--- config.mk ---
export PLATFORM = sky130hd
export DESIGN_NAME = drsm_top
export DESIGN_NICKNAME = d
export VERILOG_FILES = /design/src/drsm_pkg.sv /design/src/drsm_top.sv
export VERILOG_INCLUDE_DIRS = /design/src
export SDC_FILE = /design/constraint.sdc
export NUM_CORES = 1
export LEC_CHECK = 0
export ABC_AREA = 1
export BUFFER_PORTS_ARGS = -buffer_cell sky130_fd_sc_hd__buf_2
export CAP_MARGIN = 20
export CELL_PAD_IN_SITES_DETAIL_PLACEMENT = 1
export CELL_PAD_IN_SITES_GLOBAL_PLACEMENT = 1
export CORE_ASPECT_RATIO = 0.8
export CORE_MARGIN = 2
export CORE_UTILIZATION = 34
export CTS_BUF_LIST = sky130_fd_sc_hd__clkbuf_2
export DETAILED_ROUTE_END_ITERATION = 10
export GPL_ROUTABILITY_DRIVEN = 0
export PLACE_DENSITY_LB_ADDON = 0.25
export SYNTH_ARGS = -nofsm -noshare
export SYNTH_HDL_FRONTEND = slang
export SYNTH_SLANG_ARGS = --single-unit
--- constraint.sdc ---
create_clock -name sys_clk -period 3.5 [get_ports sys_clk]
set_clock_uncertainty 0.15 [all_clocks]
set_input_delay 0.175 -clock sys_clk [delete_from_list [all_inputs] [get_ports sys_clk]]
set_output_delay 0.175 -clock sys_clk [all_outputs]
set_load 0.02 [all_outputs]
--- src/drsm_defs.svh ---
// Constants for the drive power state machine and restore object
`ifndef DRSM_DEFS_SVH
`define DRSM_DEFS_SVH

// =====================================================================
// Object indexes and subindexes
`define DRSM_IDX_RESTORE 16'h1011
`define DRSM_IDX_CTRL 16'h6040
`define DRSM_IDX_STAT 16'h6041
`define DRSM_SUB_COUNT 8'h00
`define DRSM_SUB_ALL 8'h01
`define DRSM_SUB_COMM 8'h02
`define DRSM_SUB_PROFILE 8'h03
`define DRSM_SUB_SUPPLIER 8'h04
`define DRSM_RESTORE_ENTRIES 32'h0000_0004
`define DRSM_RESTORE_KEY 32'h6461_6f6c
`define DRSM_RESTORE_DONE 32'h0000_0001
`define DRSM_RESTORE_IDLE 32'h0000_0000

// =====================================================================
// Control word commands
`define DRSM_CW_DISABLE 16'h0000
`define DRSM_CW_QSTOP 16'h0002
`define DRSM_CW_SHUTDOWN 16'h0006
`define DRSM_CW_SWITCH_ON 16'h0007
`define DRSM_CW_ENABLE 16'h000f
`define DRSM_CW_FAULT_RST 16'h0080

// =====================================================================
// Status word values
`define DRSM_SW_INIT 16'h0000
`define DRSM_SW_FAULTLESS 16'h0250
`define DRSM_SW_READY 16'h0231
`define DRSM_SW_WAIT_EN 16'h0233
`define DRSM_SW_RUN 16'h0237
`define DRSM_SW_QSTOP 16'h0217
`define DRSM_SW_FREACT 16'h021f
`define DRSM_SW_FAULT 16'h0218
`define DRSM_SW_HOMED 16'h1000
`define DRSM_SW_ZERO 16'h0000

`endif

--- src/drsm_pkg.sv ---
// Types shared by the drive power state machine
`default_nettype none
package drsm_pkg;
    // =================================================================
    // Power states
    typedef enum logic [2:0] {
        DRSM_INIT,
        DRSM_FAULTLESS,
        DRSM_READY,
        DRSM_WAIT_EN,
        DRSM_RUN,
        DRSM_QSTOP,
        DRSM_FREACT,
        DRSM_FAULT
    } drsm_state_t;
endpackage
`default_nettype wire

--- src/drsm_top.sv ---
// Drive power state machine with control/status words and restore object
// What this block does
// - After reset: initialization, brake held, axis off, status 0x0000.
// - Init done goes to faultless (0x0250); a fault takes the reaction path.
// - Only running drives the motor; every other state keeps the axis off.
// - Non-automatic steps happen only on a control word write.
// - Word 0x0006 in faultless, waiting or running goes to ready (0x0231).
// - Word 0x0000 in ready, waiting or running goes to faultless (0x0250).
// - A fault enters reaction (0x021F, axis off), then fault (0x0218).
// - Fault stays until word 0x80, then goes to faultless (0x0250).
// - After enable the master homes; the status word reports homing done.
// - While a command runs, actual position and velocity are returned.
// - Restore subindex 1 all, 2 comm, 3 profile, 4 supplier parameters.
// - Only key 0x64616f6c written to a restore subindex resets its group.
// - Once that reset is saved, reading the subindex returns 1.
`timescale 1ns/100ps
`default_nettype none
`include "drsm_defs.svh"

module drsm_top (
    input wire logic sys_clk,
    input wire logic srst,
    // Object access port from the fieldbus side
    input wire logic obj_wr,
    input wire logic obj_rd,
    input wire logic [15:0] obj_index,
    input wire logic [7:0] obj_sub,
    input wire logic [31:0] obj_wdata,
    output logic [31:0] obj_rdata,
    output logic obj_ack,
    output logic obj_err,
    // Drive core events
    input wire logic init_done,
    input wire logic fault,
    input wire logic fault_react_done,
    input wire logic qstop_done,
    input wire logic homing_done,
    input wire logic cmd_active,
    input wire logic [31:0] act_position,
    input wire logic [31:0] act_velocity,
    input wire logic [3:0] restore_saved,
    // Drive core controls
    output logic axis_enable,
    output logic brake_hold,
    output logic [15:0] status_word,
    output logic [3:0] restore_req,
    output logic [31:0] fb_position,
    output logic [31:0] fb_velocity,
    output var drsm_pkg::drsm_state_t drive_state
);
    import drsm_pkg::*;

    // =================================================================
    // Object decode
    drsm_state_t state;
    drsm_state_t next_state;
    logic [15:0] control_word;
    logic [3:0] saved;
    logic homed;
    logic [15:0] next_status;
    logic [31:0] next_rdata;

    // Restore subindex to one-hot group select
    function automatic logic [3:0] grp_sel(input logic [7:0] sub);
        grp_sel = {sub == `DRSM_SUB_SUPPLIER, sub == `DRSM_SUB_PROFILE,
                   sub == `DRSM_SUB_COMM, sub == `DRSM_SUB_ALL};
    endfunction

    wire acc = obj_wr | obj_rd;
    wire hit_rst = obj_index == `DRSM_IDX_RESTORE;
    wire hit_ctrl = obj_index == `DRSM_IDX_CTRL;
    wire hit_stat = obj_index == `DRSM_IDX_STAT;
    wire [3:0] sel = grp_sel(obj_sub);
    wire rst_sub = hit_rst & ((|sel) | (obj_sub == `DRSM_SUB_COUNT));
    // Status word is read-only, so a write to it is refused
    wire mapped = (hit_rst & rst_sub) | hit_ctrl | (hit_stat & obj_rd);
    wire cw_wr = obj_wr & hit_ctrl & ~obj_rd;
    wire [15:0] cw = obj_wdata[15:0];
    wire key_ok = obj_wdata == `DRSM_RESTORE_KEY;
    wire [3:0] rst_fire = (obj_wr & hit_rst & key_ok) ? sel : 4'h0;
    wire [3:0] sel_saved = sel & saved;

    // =================================================================
    // Next state: a fault first, then per-state steps; in quick stop a command outranks its exit
    always_comb begin
        next_state = state;
        if (fault && state != DRSM_FREACT && state != DRSM_FAULT) begin
            next_state = DRSM_FREACT;
        end else begin
            case (state)
                DRSM_INIT: begin
                    if (init_done) begin
                        next_state = DRSM_FAULTLESS;
                    end
                end
                DRSM_FAULTLESS: begin
                    if (cw_wr && cw == `DRSM_CW_SHUTDOWN) begin
                        next_state = DRSM_READY;
                    end
                end
                DRSM_READY: begin
                    if (cw_wr && cw == `DRSM_CW_SWITCH_ON) begin
                        next_state = DRSM_WAIT_EN;
                    end else if (cw_wr && cw == `DRSM_CW_DISABLE) begin
                        next_state = DRSM_FAULTLESS;
                    end
                end
                DRSM_WAIT_EN: begin
                    if (cw_wr && cw == `DRSM_CW_ENABLE) begin
                        next_state = DRSM_RUN;
                    end else if (cw_wr && cw == `DRSM_CW_SHUTDOWN) begin
                        next_state = DRSM_READY;
                    end else if (cw_wr && cw == `DRSM_CW_DISABLE) begin
                        next_state = DRSM_FAULTLESS;
                    end
                end
                DRSM_RUN: begin
                    if (cw_wr && cw == `DRSM_CW_SWITCH_ON) begin
                        next_state = DRSM_WAIT_EN;
                    end else if (cw_wr && cw == `DRSM_CW_SHUTDOWN) begin
                        next_state = DRSM_READY;
                    end else if (cw_wr && cw == `DRSM_CW_DISABLE) begin
                        next_state = DRSM_FAULTLESS;
                    end else if (cw_wr && cw == `DRSM_CW_QSTOP) begin
                        next_state = DRSM_QSTOP;
                    end
                end
                DRSM_QSTOP: begin
                    // A master command outranks the automatic exit
                    if (cw_wr && cw == `DRSM_CW_ENABLE) begin
                        next_state = DRSM_RUN;
                    end else if (qstop_done) begin
                        next_state = DRSM_FAULTLESS;
                    end
                end
                DRSM_FREACT: begin
                    if (fault_react_done) begin
                        next_state = DRSM_FAULT;
                    end
                end
                DRSM_FAULT: begin
                    if (cw_wr && cw == `DRSM_CW_FAULT_RST) begin
                        next_state = DRSM_FAULTLESS;
                    end
                end
                default: next_state = DRSM_INIT;
            endcase
        end
    end

    // Status word per state; homed flag only while running
    always_comb begin
        case (next_state)
            DRSM_INIT: next_status = `DRSM_SW_INIT;
            DRSM_FAULTLESS: next_status = `DRSM_SW_FAULTLESS;
            DRSM_READY: next_status = `DRSM_SW_READY;
            DRSM_WAIT_EN: next_status = `DRSM_SW_WAIT_EN;
            DRSM_RUN: next_status = (homed | homing_done) ?
                (`DRSM_SW_RUN | `DRSM_SW_HOMED) : `DRSM_SW_RUN;
            DRSM_QSTOP: next_status = `DRSM_SW_QSTOP;
            DRSM_FREACT: next_status = `DRSM_SW_FREACT;
            DRSM_FAULT: next_status = `DRSM_SW_FAULT;
            default: next_status = `DRSM_SW_INIT;
        endcase
    end

    // Read data mux
    always_comb begin
        next_rdata = 32'h0000_0000;
        if (hit_ctrl) begin
            next_rdata = {16'h0000, control_word};
        end else if (hit_stat) begin
            next_rdata = {16'h0000, status_word};
        end else if (hit_rst && obj_sub == `DRSM_SUB_COUNT) begin
            next_rdata = `DRSM_RESTORE_ENTRIES;
        end else if (hit_rst && (|sel_saved)) begin
            next_rdata = `DRSM_RESTORE_DONE;
        end
    end

    // =================================================================
    // State, status and drive outputs
    always_ff @(posedge sys_clk) begin
        if (srst) begin
            state <= DRSM_INIT;
            status_word <= `DRSM_SW_INIT;
            axis_enable <= 1'b0;
            brake_hold <= 1'b1;
            homed <= 1'b0;
        end else begin
            state <= next_state;
            status_word <= next_status;
            axis_enable <= next_state == DRSM_RUN;
            brake_hold <= next_state != DRSM_RUN;
            homed <= (next_state == DRSM_RUN) & (homed | homing_done);
        end
    end

    // Control word storage and monitoring feedback
    always_ff @(posedge sys_clk) begin
        if (srst) begin
            control_word <= `DRSM_CW_DISABLE;
            fb_position <= 32'h0000_0000;
            fb_velocity <= 32'h0000_0000;
        end else begin
            if (cw_wr) begin
                control_word <= cw;
            end
            // Holds last values when idle so the master sees the stop point
            if (cmd_active) begin
                fb_position <= act_position;
                fb_velocity <= act_velocity;
            end
        end
    end

    // Restore requests; a save landing with a new trigger still counts
    always_ff @(posedge sys_clk) begin
        if (srst) begin
            restore_req <= 4'h0;
            saved <= 4'h0;
        end else begin
            restore_req <= rst_fire;
            saved <= (saved & ~rst_fire) | restore_saved;
        end
    end

    // Access answer, one cycle after the request
    always_ff @(posedge sys_clk) begin
        if (srst) begin
            obj_ack <= 1'b0;
            obj_err <= 1'b0;
            obj_rdata <= 32'h0000_0000;
        end else begin
            obj_ack <= acc;
            obj_err <= acc & ~mapped;
            if (obj_rd) begin
                obj_rdata <= next_rdata;
            end
        end
    end

    assign drive_state = state;
endmodule
`default_nettype wire

==> summary.md <==
| Metric | Value |
|---|---|
| TritonCTS Buffers | `17` |
| Mux cell area share after synthesis | `0%` |
| CTS tree | `done` |
| Seq/Total Area, Yosys | `47.1%` |
| Pin count of the biggest net entering global routing | `65` |
| Initial DRC count | `338` |
| Syn avg cell area | `7.23 sq um` |
| DRC Markers | `0` |
| Post-Route WL | `23.8 mm` |
| Pwr/cell area | `373 nW/um^2` |
| Vias | `6472` |
| Die width | `141 um` |
| Height of the die | `114 um` |
| Worst skew pair latency | `0.70 ns` |
| Die area | `16000 sq um` |
| Main combinational cell family by area after synthesis | `simple AND/OR/NAND/NOR gates` |
| CP Data Arrival Time | `3.83 ns` |
| Drt wl/cell | `17.8 um` |
| Area growth from synthesis to layout | `70.7%` |
| Starting density of the core | `34.3%` |
| Inserted Diodes | `0` |
| Hold crit path type | `in -> reg` |
| Critical Path RT | `3.96 ns` |
| Grt total ovfl | `0` |
| Layout cells sized above 1 | `25.9%` |
| Syn Inst Count | `705` |
| Root Buffer | `clkbuf_2` |
| DRT antenna net count | `0` |
| Synth top area share | `47.1%` |
| Area leader, netlist | `dfxtp_1` |
| Ys async rst share | `0%` |
| IO Port Bufs | `233` |
| Io pins | `257` |
| Hold_ws | `0.0513 ns` |
| Vias in the first global route | `6925` |
| Ys Warns | `0` |
| Multi-input logic area | `2380 sq um` |
| Yosys reg bits | `120` |
| # nets final | `1269` |
| Fmax | `297 MHz` |
| Normalized max-slew margin | `58.9%` |
| Max Cap Viol | `0` |
| Post-Synth Simple-Gate Area | `30.1%` |
| Final hold vios | `0` |
| First-pass GRT wire length | `35.7 mm` |
| Maximum vdd ir drop | `0.000221 V` |
| Row cnt | `40` |
| Status | `complete, no violations` |
| Crit path time final | `3.37 ns` |
| Adder-Cell Fraction of Synth Area | `0%` |
| Clk buf depth | `2` |
| Synth Flop Type | `dfxtp_1` |
| Clock sinks | `120` |
| Post-DP HPWL | `12.4 mm` |
| Synth Cell Area | `5100 sq um` |
| Compound-Gate Fraction of Synth Area | `13.8%` |
| FILL cells | `1925` |
| Tot Pwr | `3.25 mW` |
| Synth top area cells | `dfxtp_1 (47%), nor2_1 (16%), o21ai_0 (9.3%), nand2_1 (5.5%), buf_4 (3.5%)` |
| Final period util | `96.2%` |
| Lkg Pwr | `4.37 nW` |
| Vias/cell | `4.84` |
| Core area | `14900 sq um` |
| Storage cell area | `2400 sq um` |
| Library cells used by synthesis | `36` |
| 1st-pass router iterations | `4` |
| Most common cell in the netlist | `nor2_1` |
| Element type at the critical path start | `primary input` |
| Max-slew violation count | `0` |
| Final TNS setup | `0 ns` |
| Slew @ Worst Pin | `0.615 ns` |
| Setup violators final | `0` |
| # H-tree levels | `4` |
| Xor/xnor share of the synthesized area | `0%` |
| Post-synth EDFFs | `0` |
| Reg clk slew, reported paths | `0.17 ns` |
| CP Capture Type | `flip-flop` |
| CP Max Fanout | `4` |
| Initial antenna violation count | `0` |
| Crit path kind | `in -> reg` |
| GRT Util Overall | `28.5%` |
| Most common library cells after synthesis | `nor2_1 (212), dfxtp_1 (120), o21ai_0 (95)` |
-- worst max-delay path, cell delays in order --
cell           delay (ns)
dlygate4sd3_1        0.53
buf_2                0.12
nor2_1               0.07
dlygate4sd3_1        0.58
nand3_1              0.09
nor2_1               0.13
nand4_1              0.20
nor4_4               0.42
nand2_1              0.14
a21oi_1              0.17
dlygate4sd3_1        0.58
nor2_1               0.04
dlygate4sd3_1        0.58
-- sequential cells by signal, summed over array words and instances, names as in the netlist --
register and flops:
obj_err 1, axis_enable 1, restore_req 4, obj_rdata 16, fb_position 32, saved 4, fb_velocity 32, control_word 16
obj_ack 1, brake_hold 1, drive_state 3, status_word 8, homed 1
-- timing repair --
action                                  4_1_cts  5_1_grt
hold buffers                                202        1
endpoints found under the hold margin       120        6
resized for setup                             0        9
buffers inserted                              0        6
endpoints found under the setup margin        0        8
-- metrics by stage --
stage | cells | utilization (%) | instance area, sq um | setup WS (ns)
global route | 1336 | 58.6 | 8700 | -0.00692
finish | 1336 | 58.6 | 8700 | 0.133
detailed placement | 1096 | 42.5 | 6320 | 1.17
CTS | 1329 | 57.8 | 8590 | 0.0819
floorplan | 727 | - | 5180 | 1.77
global placement | 1096 | 42.5 | 6320 | 1.24
-- kinds of logic after synthesis --
group,Yosys count
DFF,120
buffers and inverters,97
AOI/OAI and AO/OA,135
other,1
and+or+nand+nor,352
-- final timing paths --
kind / from / to / slack, ns / cells after the start
min reg2reg: obj_rdata[0]$_SDFFE_PP0P_ / obj_rdata[0]$_SDFFE_PP0P_ / 0.33 / 2
max: obj_index[7] / saved[3]$_SDFF_PP0_ / 0.13 / 13
max reg2reg: drive_state[0]$_SDFF_PP0_ / status_word[5]$_SDFF_PP0_ / 0.96 / 10
min: obj_index[11] / obj_rdata[0]$_SDFFE_PP0P_ / 0.05 / 10
-- where the power goes --
group	switching [mW]	internal, mW
combinational	0.414	0.318
sequential	0.0542	1.45
clock	0.555	0.459
-- routing by layer --
metal  share of wire, %  vias to the layer above  GRT usage, %
met5                  0                        -             0
met2                 50                      251          51.6
li1                   -                     3089             -
met3                6.5                       60          7.98
met4                3.0                        0          10.8
met1                 40                     3072          32.1
-- cell type report --
type / count / share of cell area [%]
clock buffers: 19 / 1.09
well taps: 189 / 2.72
clock inverters: 12 / 1.81
flip-flops and latches: 120 / 27.6
inverters: 42 / 1.83
multi-input cells: 511 / 27.4
repair buffers: 443 / 37.6
-- cell usage in the layout, fill, tap and decap left out, types with 2 or more instances in the layout --
master / n
buf_2: 233
nor2_1: 211
dlygate4sd3_1: 201
dfxtp_1: 120
o21ai_0: 95
nand2_1: 75
inv_1: 38
a21oi_1: 25
conb_1: 23
nand3_1: 20
clkbuf_2: 19
nor3_1: 13
nor2_4: 8
buf_4: 7
clkinv_1: 5
nor2_2: 4
a32oi_1: 4
nand4_1: 4
nand3_2: 4
o21ai_1: 4
clkinv_2: 4
bufinv_16: 4
inv_2: 2
nor3b_1: 2
a211oi_1: 2
nor4_1: 2
nand3_4: 2
buf_12: 2
(Power assumes the default switching activity.)
